### src/include/bst_pkg.sv
// Purpose: Shared constants and types of the boundary-scan test port.
// Assumes: Test clock and test pins are sampled by the 125 MHz ref_clk.
// Notes:   Opcodes and the identity value are local choices.
package bst_pkg;

  localparam int unsigned IR_W        = 3;
  localparam int unsigned ID_W        = 32;
  localparam int unsigned BSR_LEN     = 109;
  localparam int unsigned BSR_HIZ_BIT = 108;
  localparam int unsigned SYNC_W      = 3 + BSR_LEN;
  localparam int unsigned TMS_HI_RST  = 5;

  localparam logic [IR_W-1:0] OP_EXTEST   = 3'h0;
  localparam logic [IR_W-1:0] OP_IDCODE   = 3'h1;
  localparam logic [IR_W-1:0] OP_SAMPLE_Z = 3'h2;
  localparam logic [IR_W-1:0] OP_SAMPLE   = 3'h4;
  localparam logic [IR_W-1:0] OP_BYPASS   = 3'h7;
  localparam logic [IR_W-1:0] IR_CAPTURE  = 3'h1;
  localparam logic [IR_W-1:0] IR_RST      = OP_IDCODE;

  // Arbitrary identity value; bit 0 is one as the scan standard expects.
  localparam logic [ID_W-1:0] ID_VALUE = 32'h0000_0001;

  localparam logic [BSR_LEN-1:0] BSR_RST  = {BSR_LEN{1'b0}};
  localparam logic [SYNC_W-1:0]  SYNC_RST = {1'b0, 1'b1, 1'b1, {BSR_LEN{1'b0}}};

  typedef enum logic [15:0] {
    ST_RESET      = 16'h0001,
    ST_IDLE       = 16'h0002,
    ST_SEL_DR     = 16'h0004,
    ST_CAPTURE_DR = 16'h0008,
    ST_SHIFT_DR   = 16'h0010,
    ST_EXIT1_DR   = 16'h0020,
    ST_PAUSE_DR   = 16'h0040,
    ST_EXIT2_DR   = 16'h0080,
    ST_UPDATE_DR  = 16'h0100,
    ST_SEL_IR     = 16'h0200,
    ST_CAPTURE_IR = 16'h0400,
    ST_SHIFT_IR   = 16'h0800,
    ST_EXIT1_IR   = 16'h1000,
    ST_PAUSE_IR   = 16'h2000,
    ST_EXIT2_IR   = 16'h4000,
    ST_UPDATE_IR  = 16'h8000
  } bst_state_t;

  typedef enum logic [1:0] {
    SEL_BYP = 2'h0,
    SEL_ID  = 2'h1,
    SEL_BSR = 2'h2
  } bst_sel_t;

endpackage

### src/rtl/bst_tap.sv
// Purpose: Test access port with instruction, bypass, identity and boundary-scan registers.
// Assumes: The test clock is far slower than ref_clk and is found by edge detection.
// Notes:   Memory logic is never touched by this block.
// Function
// - Inputs sampled on test-clock rise; serial output and its enable launched on test-clock fall.
// - Mode-select and data inputs read high when left unconnected.
// - Exactly one register sits between data in and out, chosen by instruction.
// - Serial data enters at the MSB and leaves from the LSB.
// - Data output driven only while shifting, else high impedance; changes on fall.
// - Five rising edges with mode-select high reach the reset state from anywhere.
// - Test-port reset leaves memory operation alone, accepted during traffic.
// - Power-up resets the controller so the data output starts undriven.
// - Three-bit instruction register, loaded serially while in instruction shifting.
// - Instruction register holds the identity instruction after power-up and reset state.
// - Capture-IR loads 01 into the two low instruction bits.
// - A one-bit bypass register passes data with one stage of delay.
// - Bypass register is cleared low in Capture-DR while the bypass register is selected.
// - Boundary register has one cell per pin, including reserved unconnected pins.
// - Capture-DR loads the pin ring; Shift-DR shifts the boundary register.
// - External-test, sample and sample-floated instructions capture the pin ring.
// - Identity instruction captures a fixed 32-bit value and shifts it out.
// - A shifted instruction takes effect only on passing Update-IR.
`timescale 1ns/1ps
`default_nettype none
module bst_tap
  import bst_pkg::*;
(
  input  wire logic               ref_clk,
  input  wire logic               reset,
  input  wire logic               tck,
  input  wire logic               tms,
  input  wire logic               tms_open,
  input  wire logic               tdi,
  input  wire logic               tdi_open,
  output logic                    tdo,
  output logic                    tdo_oe_n,
  input  wire logic [BSR_LEN-1:0] ring_in,
  output logic      [BSR_LEN-1:0] ring_out,
  output logic                    ring_drive,
  output logic                    out_bus_hiz
);

  function automatic bst_state_t next_state(input bst_state_t s, input logic m);
    bst_state_t n;
    n = ST_RESET;
    unique case (s)
      ST_RESET:      n = m ? ST_RESET : ST_IDLE;
      ST_IDLE:       n = m ? ST_SEL_DR : ST_IDLE;
      ST_SEL_DR:     n = m ? ST_SEL_IR : ST_CAPTURE_DR;
      ST_CAPTURE_DR: n = m ? ST_EXIT1_DR : ST_SHIFT_DR;
      ST_SHIFT_DR:   n = m ? ST_EXIT1_DR : ST_SHIFT_DR;
      ST_EXIT1_DR:   n = m ? ST_UPDATE_DR : ST_PAUSE_DR;
      ST_PAUSE_DR:   n = m ? ST_EXIT2_DR : ST_PAUSE_DR;
      ST_EXIT2_DR:   n = m ? ST_UPDATE_DR : ST_SHIFT_DR;
      ST_UPDATE_DR:  n = m ? ST_SEL_DR : ST_IDLE;
      ST_SEL_IR:     n = m ? ST_RESET : ST_CAPTURE_IR;
      ST_CAPTURE_IR: n = m ? ST_EXIT1_IR : ST_SHIFT_IR;
      ST_SHIFT_IR:   n = m ? ST_EXIT1_IR : ST_SHIFT_IR;
      ST_EXIT1_IR:   n = m ? ST_UPDATE_IR : ST_PAUSE_IR;
      ST_PAUSE_IR:   n = m ? ST_EXIT2_IR : ST_PAUSE_IR;
      ST_EXIT2_IR:   n = m ? ST_UPDATE_IR : ST_SHIFT_IR;
      ST_UPDATE_IR:  n = m ? ST_SEL_DR : ST_IDLE;
    endcase
    return n;
  endfunction

  // Maps an instruction to its data register; reserved codes fall to bypass.
  function automatic bst_sel_t dr_select(input logic [IR_W-1:0] op);
    bst_sel_t s;
    s = SEL_BYP;
    if (op == OP_IDCODE) begin
      s = SEL_ID;
    end else if (op == OP_EXTEST || op == OP_SAMPLE || op == OP_SAMPLE_Z) begin
      s = SEL_BSR;
    end
    return s;
  endfunction

  logic [SYNC_W-1:0]  sync_in;
  logic [SYNC_W-1:0]  sync_out;
  logic               tck_s;
  logic               tms_s;
  logic               tdi_s;
  logic [BSR_LEN-1:0] ring_s;
  logic               tck_prev_q;
  logic               tck_rise;
  logic               tck_fall;
  bst_state_t         state_q;
  bst_state_t         state_d;
  bst_sel_t           sel;
  logic [IR_W-1:0]    ir_sh_q;
  logic [IR_W-1:0]    ir_q;
  logic               byp_q;
  logic [ID_W-1:0]    id_sh_q;
  logic [BSR_LEN-1:0] bsr_q;
  logic [BSR_LEN-1:0] bsr_upd_q;
  logic               dr_out;
  logic               shifting;
  logic               tdo_q;
  logic               tdo_oe_n_q;
  logic               ring_drive_q;
  logic               out_bus_hiz_q;

  // Undriven mode-select and data pins are pulled high before sampling.
  assign sync_in = {tck, tms_open | tms, tdi_open | tdi, ring_in};

  bst_sync #(
    .W       (SYNC_W),
    .RST_VAL (SYNC_RST)
  ) u_sync (
    .ref_clk  (ref_clk),
    .reset    (reset),
    .async_in (sync_in),
    .sync_out (sync_out)
  );

  assign tck_s  = sync_out[SYNC_W-1];
  assign tms_s  = sync_out[SYNC_W-2];
  assign tdi_s  = sync_out[SYNC_W-3];
  assign ring_s = sync_out[BSR_LEN-1:0];

  always_ff @(posedge ref_clk or posedge reset) begin
    if (reset) begin
      tck_prev_q <= 1'b0;
    end else begin
      tck_prev_q <= tck_s;
    end
  end

  assign tck_rise = tck_s & ~tck_prev_q;
  assign tck_fall = ~tck_s & tck_prev_q;

  // Controller; the async reset is the power-up reset and touches only test logic.
  assign state_d = next_state(state_q, tms_s);

  always_ff @(posedge ref_clk or posedge reset) begin
    if (reset) begin
      state_q <= ST_RESET;
    end else if (tck_rise) begin
      state_q <= state_d;
    end
  end

  // Instruction shift stage and active instruction.
  always_ff @(posedge ref_clk or posedge reset) begin
    if (reset) begin
      ir_sh_q <= IR_RST;
      ir_q    <= IR_RST;
    end else if (tck_rise) begin
      if (state_q == ST_CAPTURE_IR) begin
        ir_sh_q <= IR_CAPTURE;
      end else if (state_q == ST_SHIFT_IR) begin
        ir_sh_q <= {tdi_s, ir_sh_q[IR_W-1:1]};
      end
      if (state_d == ST_RESET) begin
        ir_q <= IR_RST;
      end else if (state_q == ST_UPDATE_IR) begin
        ir_q <= ir_sh_q;
      end
    end
  end

  assign sel = dr_select(ir_q);

  // Data registers: each captures and shifts only when it is the selected one.
  always_ff @(posedge ref_clk or posedge reset) begin
    if (reset) begin
      byp_q   <= 1'b0;
      id_sh_q <= ID_VALUE;
      bsr_q   <= BSR_RST;
    end else if (tck_rise) begin
      if (state_q == ST_CAPTURE_DR) begin
        unique case (sel)
          SEL_BYP: byp_q   <= 1'b0;
          SEL_ID:  id_sh_q <= ID_VALUE;
          SEL_BSR: bsr_q   <= ring_s;
        endcase
      end else if (state_q == ST_SHIFT_DR) begin
        unique case (sel)
          SEL_BYP: byp_q   <= tdi_s;
          SEL_ID:  id_sh_q <= {tdi_s, id_sh_q[ID_W-1:1]};
          SEL_BSR: bsr_q   <= {tdi_s, bsr_q[BSR_LEN-1:1]};
        endcase
      end
    end
  end

  // Update stage of the ring; the output-bus control cell is cleared on reset.
  always_ff @(posedge ref_clk or posedge reset) begin
    if (reset) begin
      bsr_upd_q <= BSR_RST;
    end else if (tck_rise) begin
      if (state_d == ST_RESET) begin
        bsr_upd_q[BSR_HIZ_BIT] <= 1'b0;
      end else if (state_q == ST_UPDATE_DR && sel == SEL_BSR) begin
        bsr_upd_q <= bsr_q;
      end
    end
  end

  always_comb begin
    unique case (sel)
      SEL_BYP: dr_out = byp_q;
      SEL_ID:  dr_out = id_sh_q[0];
      SEL_BSR: dr_out = bsr_q[0];
      default: dr_out = byp_q;
    endcase
  end

  assign shifting = (state_q == ST_SHIFT_IR) || (state_q == ST_SHIFT_DR);

  // Serial output and its enable launch on the falling test-clock edge.
  always_ff @(posedge ref_clk or posedge reset) begin
    if (reset) begin
      tdo_q      <= 1'b0;
      tdo_oe_n_q <= 1'b1;
    end else if (tck_fall) begin
      tdo_q      <= (state_q == ST_SHIFT_IR) ? ir_sh_q[0] : dr_out;
      tdo_oe_n_q <= ~shifting;
    end
  end

  always_ff @(posedge ref_clk or posedge reset) begin
    if (reset) begin
      ring_drive_q  <= 1'b0;
      out_bus_hiz_q <= 1'b0;
    end else begin
      ring_drive_q  <= (ir_q == OP_EXTEST);
      out_bus_hiz_q <= (ir_q == OP_SAMPLE_Z) ||
                       ((ir_q == OP_EXTEST) && !bsr_upd_q[BSR_HIZ_BIT]);
    end
  end

  assign tdo         = tdo_q;
  assign tdo_oe_n    = tdo_oe_n_q;
  assign ring_out    = bsr_upd_q;
  assign ring_drive  = ring_drive_q;
  assign out_bus_hiz = out_bus_hiz_q;

  logic [2:0] tms_hi_cnt_q;

  always_ff @(posedge ref_clk or posedge reset) begin
    if (reset) begin
      tms_hi_cnt_q <= 3'h0;
    end else if (tck_rise) begin
      if (!tms_s) begin
        tms_hi_cnt_q <= 3'h0;
      end else if (tms_hi_cnt_q != 3'(TMS_HI_RST)) begin
        tms_hi_cnt_q <= tms_hi_cnt_q + 3'h1;
      end
    end
  end
endmodule
`default_nettype wire

### src/rtl/bst_sync.sv
// Purpose: Two-stage synchroniser for the test pins and the pin ring.
// Assumes: Inputs are asynchronous to ref_clk.
// Notes:   The first stage feeds only the second stage.
`timescale 1ns/1ps
`default_nettype none
module bst_sync
  import bst_pkg::*;
#(
  parameter int unsigned          W       = SYNC_W,
  parameter logic [SYNC_W-1:0]    RST_VAL = SYNC_RST
) (
  input  wire logic         ref_clk,
  input  wire logic         reset,
  input  wire logic [W-1:0] async_in,
  output logic      [W-1:0] sync_out
);

  logic [W-1:0] meta_q;
  logic [W-1:0] stable_q;

  always_ff @(posedge ref_clk or posedge reset) begin
    if (reset) begin
      meta_q   <= RST_VAL[W-1:0];
      stable_q <= RST_VAL[W-1:0];
    end else begin
      meta_q   <= async_in;
      stable_q <= meta_q;
    end
  end

  assign sync_out = stable_q;

endmodule
`default_nettype wire

### config.mk
export PLATFORM = sky130hd
export DESIGN_NAME = bst_tap
export DESIGN_NICKNAME = d
export VERILOG_FILES = /design/src/include/bst_pkg.sv /design/src/rtl/bst_tap.sv /design/src/rtl/bst_sync.sv
export SDC_FILE = /design/constraint.sdc
export NUM_CORES = 1
export LEC_CHECK = 0
export BUFFER_PORTS_ARGS = -buffer_cell sky130_fd_sc_hd__buf_2
export CORE_ASPECT_RATIO = 1.2
export CORE_MARGIN = 3
export CORE_UTILIZATION = 45
export CTS_CLUSTER_DIAMETER = 150
export DETAILED_ROUTE_END_ITERATION = 10
export SYNTH_ARGS = -nofsm -noshare
export SYNTH_HDL_FRONTEND = slang
export SYNTH_SLANG_ARGS = --single-unit
### constraint.sdc
create_clock -name ref_clk -period 23.2 [get_ports ref_clk]
set_input_delay 1.16 -clock ref_clk [delete_from_list [all_inputs] [get_ports ref_clk]]
set_output_delay 1.16 -clock ref_clk [all_outputs]
set_load 0.05 [all_outputs]
==> results of run 1 <==
[cell usage in the layout, fill, tap and decap left out, types with 4 or more instances in the layout]
| master | n |
|---|---|
| o31ai_1 | 4 |
| mux2_2 | 110 |
| clkbuf_1 | 9 |
| nand3_1 | 5 |
| nor2_1 | 120 |
| nor4_1 | 9 |
| a21o_1 | 4 |
| nand2b_1 | 5 |
| clkbuf_8 | 15 |
| nor2b_1 | 4 |
| nor3_1 | 7 |
| clkbuf_16 | 49 |
| dfstp_2 | 9 |
| a31oi_1 | 111 |
| inv_1 | 4 |
| a21oi_1 | 10 |
| buf_2 | 228 |
| buf_4 | 12 |
| clkinv_2 | 9 |
| xor2_1 | 4 |
| nor4b_1 | 4 |
| nand2_1 | 299 |
| o21ai_1 | 10 |
| dfrtp_1 | 493 |
| o21ai_0 | 30 |
[cell usage after synthesis, types with 4 or more instances]
library cell  number
a21o_1             4
a21oi_1           10
a31oi_1          111
buf_2             25
buf_6             13
clkbuf_1          42
dfrtp_1          493
dfstp_2            9
inv_1              5
mux2_2           110
nand2_1          299
nand2b_1           5
nand3_1            6
nor2_1           120
nor2b_1            4
nor3_1             8
nor4_1             9
nor4b_1            4
o21ai_0           30
o21ai_1           10
o31ai_1            4
xor2_1             4
[power by group]
part	switching (mW)	leakage (nW)	internal [mW]	total, mW
registers	0.00897	6.46	0.899	0.908
clock network	0.328	0.829	0.472	0.801
logic	0.0327	2.48	0.0142	0.0469
[cells by family after synthesis]
kind of cell           Yosys count
flip-flops                     502
AND/OR/NAND/NOR                475
AO/OA/AOI/OAI                  185
multiplexers                   112
buffers and inverters           89
XOR/XNOR                         7
[per-stage QoR]
step	power [mW]	hold slack [ns]	std cells	utilization
after floorplan	0.950	0.331	1370	-
after global placement	0.971	0.332	2007	0.496
after detailed placement	0.973	0.335	2007	0.496
after CTS	1.78	0.343	2096	0.540
after global routing	1.83	0.350	2096	0.540
final	1.76	0.340	2096	0.540
[state kept, by name, summed over array words and instances, names as in the netlist]
signal	cells
byp_q	1
ring_out	109
ir_sh_q	3
tdo	1
ring_drive	1
u_sync.sync_out	112
tck_prev_q	1
u_sync.meta_q	112
out_bus_hiz	1
tdo_oe_n	1
state_q	16
ir_q	3
bsr_q	109
id_sh_q	32
[per-layer routing]
metal	global-route usage	routed length [um]	up-vias
met5	0	57	-
met4	0.0543	920	10
met3	0.0392	1870	65
met2	0.263	16300	224
met1	0.228	15200	5291
li1	-	-	5016
[area by class of cell]
type,instances,share of cell area
tap,480,0.0292
clock buffer,73,0.0713
sequential,502,0.611
multi-input combinational,779,0.216
timing repair buffer,241,0.0608
clock inverter,16,0.0100
inverter,5,0.00128
[worst min path at each step]
stage | depth (start not counted) | endpoint | from
after global placement | 0 | u_sync.sync_out[50] | u_sync.meta_q[50]
after global routing | 0 | u_sync.sync_out[16] | u_sync.meta_q[16]
final | 0 | u_sync.sync_out[16] | u_sync.meta_q[16]
after CTS | 0 | u_sync.sync_out[16] | u_sync.meta_q[16]
after detailed placement | 0 | u_sync.sync_out[0] | u_sync.meta_q[0]
after floorplan | 0 | u_sync.sync_out[0] | u_sync.meta_q[0]
[worst max-delay path, cell delays in order, from the launching register on]
cell and delay [ns]:
dfrtp_1 0.56, or4_1 0.51, or4_1 0.46, or3_4 0.44
a2111oi_4 0.31, buf_4 0.92, nor2_1 0.10, a31oi_1 0.19
==> metrics, run 1 <==
Slew Viols, Final=0; mux cell area share after synthesis=0.0720; Vias=10606; # Max-Cap Violations=0; GRT Total Usage=0.166; Worst slew margin=0.237; post-CTS setup repair buffer count=0; GRT overflow=0; status=completed; Num Clock Sinks=502; first-pass GRT wire length=55500 um; I/O pins=229; area share of fa/ha/maj cells after synthesis=0; Final setup viols=0; ys async rst share=1.00; origin of the critical flop-to-flop path=state_q[11]; Final Instance Area=0.0206 mm2; sequential cell area fraction in the yosys report=0.720; Worst setup startpoint=state_q[11]; setup TNS=0 ns; initial core utilization=0.459; CORE AREA=0.0381 mm2; CTS tree=done; Synth area leaders=dfrtp_1 (71%), mux2_2 (7.1%), nand2_1 (6.4%); Tcrit/Tclk final=0.155; Cell Rows=78; initial antenna violation count=5; DRT iter0 DRCs=550; Yosys cell types=51; Leakage=9.77 nW; WL/cell=16.4 um; fmax=0.277 GHz; leading area contributor after synthesis=dfrtp_1; HP Class=reg2reg; post-synthesis cell area=0.0175 mm2; Setup Skew=0.0351 ns; Fill cells=3275; Max clock buf depth=3; CP Capture Type=flip-flop; placed instance area=0.0189 mm2; # hold bufs at CTS=0; Synth Area in Compound Gates=0.0665; count of input and output buffers=228; Die ar.=0.0412 mm2; H-tree depth=2; crit path setup slack, layout=19.59 ns; Area Overhead vs Synth=17.7%; clock-pin slew on the worst setup and hold paths=0.06 ns; R2R Setup Slk=19.59 ns; Remaining DRCs=0; XOR/XNOR Fraction of Synth Area=0.00351; Max FO, Critical Path=120; Reg2Reg Depth=7; Post-Route WL=34400 um; VDD IR max=57.0 uV; post-synthesis simple-gate area fraction=0.111; GP Congestion=0.807; largest net degree at the start of global routing=140; vias in the first global route=10551; DIE HEIGHT=222 um; DIE WIDTH=186 um; Synth Register Bits=502; Net Count, Synth=1486; register area=0.0126 mm2; clk root buf=clkbuf_16; Critical Setup Path Class=reg2reg; P per Cell Area=85.4 mW/mm2; min Tclk post-route=3.61 ns; NumNets Final=1694; drt first pass iters=5; number of antenna diodes=0; Most used DFF post-synth=dfrtp_1; Final ANT Viol Nets=0; Post-synth EDFFs=0; syn avg cell area=12.8 um2; RSZ-0062 raised after global routing=no; TritonCTS buffer count=49; DP HPWL=20900 um; Yosys top cell area share=0.706; Least-Margin Pin Slew=1.14 ns; CP endpoint=bsr_q[52]; Worst setup SP type=flip-flop; capture point of the worst reg-to-reg path=bsr_q[52]; vias per cell=5.06; clk_lat worst skew=0.58 ns; Syn Inst Count=1370; area occupied by multi-input gates=0.00445 mm2; Place WS=19.28 ns; endpoints failing hold=0; Crit path arrival time=4.09 ns; Ys Warns=0; share of cells above drive strength 1=0.278; Crit path required time=23.68 ns; Gates resized, CTS repair=0; combinational family with the most area after synthesis=simple AND/OR/NAND/NOR gates
Power figures use the tool's default switching activity.
==> run 2: changes to the inputs <==
--- a/config.mk
+++ b/config.mk
@@ -5,6 +5,7 @@
 export SDC_FILE = /design/constraint.sdc
 export NUM_CORES = 1
 export LEC_CHECK = 0
+export ABC_AREA = 1
 export BUFFER_PORTS_ARGS = -buffer_cell sky130_fd_sc_hd__buf_2
 export CORE_ASPECT_RATIO = 1.2
 export CORE_MARGIN = 3
==> constraint.sdc (replaced) <==
create_clock -name ref_clk -period 3.44 [get_ports ref_clk]
set_input_delay 0.172 -clock ref_clk [delete_from_list [all_inputs] [get_ports ref_clk]]
set_output_delay 0.172 -clock ref_clk [all_outputs]
set_load 0.05 [all_outputs]
==> run 2 against run 1 <==
  * Register-to-register slack worse by 18 ns
  * Synthesized cell count up 19%
  * Clock skew is 0.013 ns lower
  * Flip-flop and latch count did not move
  * Critical endpoint is now ring_out[62]
==> metrics, run 2 <==
clk_lat worst skew=0.56 ns; Worst slew margin=0.328; first-pass GRT wire length=60500 um; Cell Rows=78; HP Class=in2reg; TritonCTS buffer count=49; CP Cell Sequence=inv_1 -> o21ai_0 -> inv_1 -> nand2_1 -> inv_2 -> nand4_4 -> buf_4 -> o21ai_0; largest net degree at the start of global routing=157; status=completed; initial core utilization=0.461; Final ANT Viol Nets=0; Remaining DRCs=0; Yosys top cell area share=0.701; Most used DFF post-synth=dfrtp_1; count of input and output buffers=228; I/O pins=229; Post-Route WL=35800 um; # Max-Cap Violations=0; endpoints failing hold=0; vias in the first global route=11722; hold_ws=0.239 ns; worst hold path startpoint=ring_in[88]; Leakage=10.8 nW; min Tclk post-route=2.31 ns; hold depth=2; Internal=9.71 mW; DP HPWL=22100 um; DRT iter0 DRCs=666; Ys Warns=0; drt first pass iters=5; top-count cell post-synth=dfrtp_1; H-tree depth=2; Reg2Reg Depth=8; Clock power frac=0.466; clock-pin slew on the worst setup and hold paths=0.06 ns; WL/cell=14.2 um; Die ar.=0.0415 mm2; origin of the critical flop-to-flop path=ir_q[0]; DIE WIDTH=187 um; fmax=0.433 GHz; sequential power share=0.500; GRT overflow=0; Syn Inst Count=1631; R2R Setup Slk=1.13 ns; initial antenna violation count=2; CORE AREA=0.0382 mm2; Tcrit/Tclk final=0.671; Design Power=12.2 mW; capture point of the worst reg-to-reg path=ring_out[62]; share of cells above drive strength 1=0.183; VDD IR max=583 uV; RSZ-0062 raised after global routing=no; syn avg cell area=10.8 um2; Yosys cell types=38; Net Count, Synth=1747; Vias=11692; clk root buf=clkbuf_16; CP Capture Type=flip-flop; commonest cells in the netlist=dfrtp_1 (493), nand2_1 (433), o21ai_0 (284); Setup Skew=0.0222 ns; Net Sw Frac=0.204; CTS tree=done; Least-Margin Pin Slew=1.01 ns; Crit path required time=3.82 ns; Worst setup SP type=flip-flop; Max FO, Critical Path=104; GP Congestion=0.801; NumNets Final=2072; most common cell after layout, fill and taps aside=dfrtp_1; ys async rst share=1.00; P per Cell Area=552 mW/mm2; sequential cell area fraction in the yosys report=0.715; crit path max-delay cell type=buf_4; Comb pwr share=0.034; Post-synth EDFFs=0; Crit path arrival time=2.69 ns; Num Clock Sinks=502; GRT Total Usage=0.176; Slew Viols, Final=0; Max clock buf depth=3; post-synthesis cell area=0.0176 mm2; Area Overhead vs Synth=25.6%; DIE HEIGHT=223 um; Hold EP=u_sync.meta_q[88]; Critical Setup Path Class=reg2reg; Final setup viols=0; slowest cell delay on critical path=0.69 ns; most frequent cells in the layout=dfrtp_1 (493), nand2_1 (432), o21ai_0 (284); post-CTS setup repair buffer count=0; Synth Register Bits=502; Synth area leaders=dfrtp_1 (70%), nand2_1 (9.2%), o21ai_0 (8.1%); NetSw=2.49 mW; leading area contributor after synthesis=dfrtp_1; vias per cell=4.65
## run 2: cell types whose count changed after synthesis, sizes merged, moves of 5 or more
cell,before,now
a31oi,111,1
buf,42,48
inv,5,138
mux2,110,0
nand2,299,438
nand2b,5,0
nand3,6,23
nor2,120,39
nor3,8,1
nor4,9,0
o21ai,40,376
## run 2: through the flow
step / worst slack (ns) / cells / utilization / instance area [um2] / setup TNS, ns
after floorplan: -3.54 / 1631 / - / 17600 / -1758.53
after global placement: 1.20 / 2310 / 0.503 / 19200 / 0
after detailed placement: 1.13 / 2310 / 0.503 / 19200 / 0
after CTS: 1.10 / 2516 / 0.579 / 22100 / 0
after global routing: 0.801 / 2517 / 0.579 / 22100 / 0
final: 1.13 / 2517 / 0.579 / 22100 / 0
## run 2: repair_timing
action	in CTS	in global routing
hold buffers	115	0
endpoints found under the hold margin	137	0
resized for setup	0	0
endpoints found under the setup margin	0	0
## run 2: kinds of logic (layout without fill, tap and decap cells)
family,after synthesis,in the layout,share of synthesized area
flip-flops,502,502,0.715
buffers and inverters,224,589,0.0535
multiplexers,2,2,0.00114
AO/OA/AOI/OAI,394,394,0.114
other,0,1,0
AND/OR/NAND/NOR,509,509,0.117
## run 2: final cells by class
class	count	area (um2)
inverter	138	522
sequential	502	12600
antenna	1	2.50
fill	3212	16100
clock buffer	64	1360
multi-input combinational	905	4100
clock inverter	27	380
timing repair buffer	360	2520
tap	520	651
## run 2: power by group through the flow
| stage | sequential [mW] | combinational [mW] | clock (mW) |
|---|---|---|---|
| floorplan | 6.21 | 0.177 | 0 |
| finish | 6.10 | 0.417 | 5.68 |
| global placement | 6.21 | 0.322 | 0 |
| global route | 6.11 | 0.468 | 6.10 |
| detailed placement | 6.21 | 0.325 | 0 |
| CTS | 6.10 | 0.428 | 5.84 |
## run 2: how the worst max path moves through the flow
stage	endpoint	cells past startpoint	start
floorplan	bsr_q[0]	1	reset
global placement	bsr_q[94]	7	state_q[13]
detailed placement	bsr_q[93]	8	state_q[13]
CTS	ring_out[15]	8	ir_q[0]
global route	ring_out[34]	9	ir_q[1]
finish	ring_out[62]	8	ir_q[0]
## run 2: layer usage
layer / GRT usage / wire length [um] / vias to the layer above
met1: 0.237 / 15800 / 5538
li1: - / - / 5849
met2: 0.292 / 17500 / 233
met3: 0.0290 / 1410 / 70
met4: 0.0610 / 1030 / 2
met5: 0 / 7 / -
## run 2: critical path: cells and delay by family (launching register included)
kind                   cells  cell delay, ns
flip-flops                 1            0.55
AO/OA/AOI/OAI              2            0.35
buffers and inverters      4            0.94
AND/OR/NAND/NOR            2            0.18
==> run 3: changes to the inputs <==
--- a/config.mk
+++ b/config.mk
@@ -5,13 +5,14 @@
 export SDC_FILE = /design/constraint.sdc
 export NUM_CORES = 1
 export LEC_CHECK = 0
-export ABC_AREA = 1
+export ABC_AREA = 0
 export BUFFER_PORTS_ARGS = -buffer_cell sky130_fd_sc_hd__buf_2
 export CORE_ASPECT_RATIO = 1.2
 export CORE_MARGIN = 3
 export CORE_UTILIZATION = 45
 export CTS_CLUSTER_DIAMETER = 150
 export DETAILED_ROUTE_END_ITERATION = 10
+export PLACE_DENSITY = 0.67
 export SYNTH_ARGS = -nofsm -noshare
 export SYNTH_HDL_FRONTEND = slang
 export SYNTH_SLANG_ARGS = --single-unit
==> constraint.sdc (replaced) <==
create_clock -name ref_clk -period 1.9 [get_ports ref_clk]
set_input_delay 0.095 -clock ref_clk [delete_from_list [all_inputs] [get_ports ref_clk]]
set_output_delay 0.095 -clock ref_clk [all_outputs]
set_load 0.05 [all_outputs]
==> run 3 against run 2 <==
  * The run now ends with negative setup slack left
  * Sequential power increased by 82%
  * Critical path depth did not move
  * Wire length rose by 16%
  * Global-route usage is 1.9 points higher
  * Cell area up 7.7%
  * Utilization grew 4.6 points
  * Flip-flop and latch count unchanged
  * Clock skew is 0.0084 ns lower
  * First-iteration DRC count down 1.4%
==> metrics, run 3 (same netlist as run 1, synthesis figures left out) <==
most common cell after layout, fill and taps aside=dfrtp_1; vias in the first global route=12216; DP HPWL=25100 um; Place WS=-0.868 ns; Remaining DRCs=0; crit path max-delay cell type=or4_4; fmax=0.356 GHz; Critical Setup Path Class=reg2reg; Fill cells=2850; Vias=11777; share of cells above drive strength 1=0.320; first-pass GRT wire length=64200 um; initial antenna violation count=6; slowest cell delay on critical path=0.52 ns; RSZ-0062 raised after global routing=yes; DRT iter0 DRCs=657; Max FO, Critical Path=7; min Tclk post-route=2.81 ns; Post-Route WL=41500 um; count of input and output buffers=228; initial core utilization=0.459; Final Instance Area=0.0238 mm2; CTS tree=done; Final setup viols=266; endpoints failing hold=0; clock-pin slew on the worst setup and hold paths=0.06 ns; post-layout util=0.626; largest net degree at the start of global routing=95; Area Overhead vs Synth=36.3%; I/O pins=229; CP Capture Type=flip-flop; WL/cell=17.9 um; Least-Margin Pin Slew=0.495 ns; GRT overflow=0; Die ar.=0.0412 mm2; VDD IR max=799 uV; GRT Total Usage=0.194; vias per cell=5.06; Cell Rows=78; # Max-Cap Violations=0; TritonCTS buffer count=50; drt first pass iters=5; Num Clock Sinks=502; Slew Viols, Final=0; NumNets Final=1917; placed instance area=0.0203 mm2; GP Congestion=0.863; DIE HEIGHT=222 um; Worst setup SP type=flip-flop; failing checks=negative setup slack; clk_lat worst skew=0.56 ns; P per Cell Area=942 mW/mm2; status=finished, violations left; H-tree depth=2; DIE WIDTH=186 um; Worst slew margin=0.669; crit path setup slack, layout=-0.906 ns; Final ANT Viol Nets=0; Leakage=11.2 nW; Max clock buf depth=3; Crit path required time=2.33 ns; most frequent cells in the layout=dfrtp_1 (493), nand2_1 (296), buf_2 (228); CP Cell Sequence=or4_4 -> or4_4 -> or3_4 -> buf_4 -> or3_4 -> clkbuf_16 -> nand2_1 -> o21ai_1; Setup Skew=0.0138 ns; Crit path arrival time=3.24 ns; HP Class=in2async; setup TNS=-159.60 ns; Tcrit/Tclk final=1.48; CORE AREA=0.0381 mm2; clk root buf=clkbuf_16
==> run 3: changes by cell type in the layout (fill, tap and decap cells not counted), moves of 10 or more <==
cell / delta
clkbuf_8: +10
buf_12: +16
inv_1: -131
o21ai_1: -68
nor2_1: +90
nand3_1: -16
mux2_4: +101
clkbuf_16: +11
a31oi_1: +110
o21ai_0: -276
buf_4: +62
nand2_1: -136
==> run 3: cell type report <==
cell class | instances | area (um2) | area share
Antenna cell | 5 | 12.5 | 0.000526
Clock buffer | 76 | 1530 | 0.0643
Clock inverter | 17 | 241 | 0.0101
Timing Repair Buffer | 462 | 3800 | 0.160
Sequential cell | 502 | 12600 | 0.528
Inverter | 5 | 22.5 | 0.000946
Tap cell | 480 | 601 | 0.0252
Multi-Input combinational cell | 780 | 5030 | 0.211
==> run 3: critical path: cells and delay by family, from the launching register on <==
family                 cells  cell delay [ns]
AOI/OAI and AO/OA          1             0.07
buffers and inverters      2             0.36
DFF                        1             0.39
and+or+nand+nor            5             1.85
==> run 3: per-layer routing <==
metal  vias up  track usage  share of wire
met3        94       0.0343          0.046
li1       5494            -              -
met4         0       0.0714          0.034
met2       300        0.332           0.51
met5         -            0              0
met1      5889        0.249           0.41
==> run 3: power breakdown <==
group / leakage, nW / total, mW / internal [mW] / switching [mW]
clock network: 0.869 / 10.4 / 6.26 / 4.10
logic: 3.84 / 0.988 / 0.478 / 0.510
registers: 6.46 / 11.1 / 11.0 / 0.104
total: 11.2 / 22.4 / 17.7 / 4.71
==> run 3: per-stage QoR <==
step	power (mW)	hold WS (ns)	std cells
after floorplan	11.6	0.126	1370
after global placement	12.0	0.162	2089
after detailed placement	12.1	0.162	2089
after CTS	22.6	0.112	2302
after global routing	23.2	0.152	2326
final	22.4	0.123	2327
==> run 3: what timing repair did <==
item                                    4_1_cts  5_1_grt
endpoints found under the setup margin      265      267
hold endpoints to repair                    272        0
setup buffers                                 3        7
hold buffers                                115        0
pin swaps                                     2        6
resized for setup                             9       28
gates cloned                                  2       13
==> run 3: worst paths after layout <==
kind / start / end / slack [ns] / depth (start not counted)
worst min register to register: u_sync.meta_q[23] / u_sync.sync_out[23] / 0.34 / 0
min in group ref_clk: ring_in[74] / u_sync.meta_q[74] / 0.18 / 2
max in group asynchronous: reset / ring_out[21] / 0.94 / 4
worst min-delay path: reset / u_sync.meta_q[88] / 0.12 / 3
worst max-delay path: state_q[9] / id_sh_q[25] / -0.91 / 8
worst max register to register: state_q[9] / id_sh_q[25] / -0.91 / 8
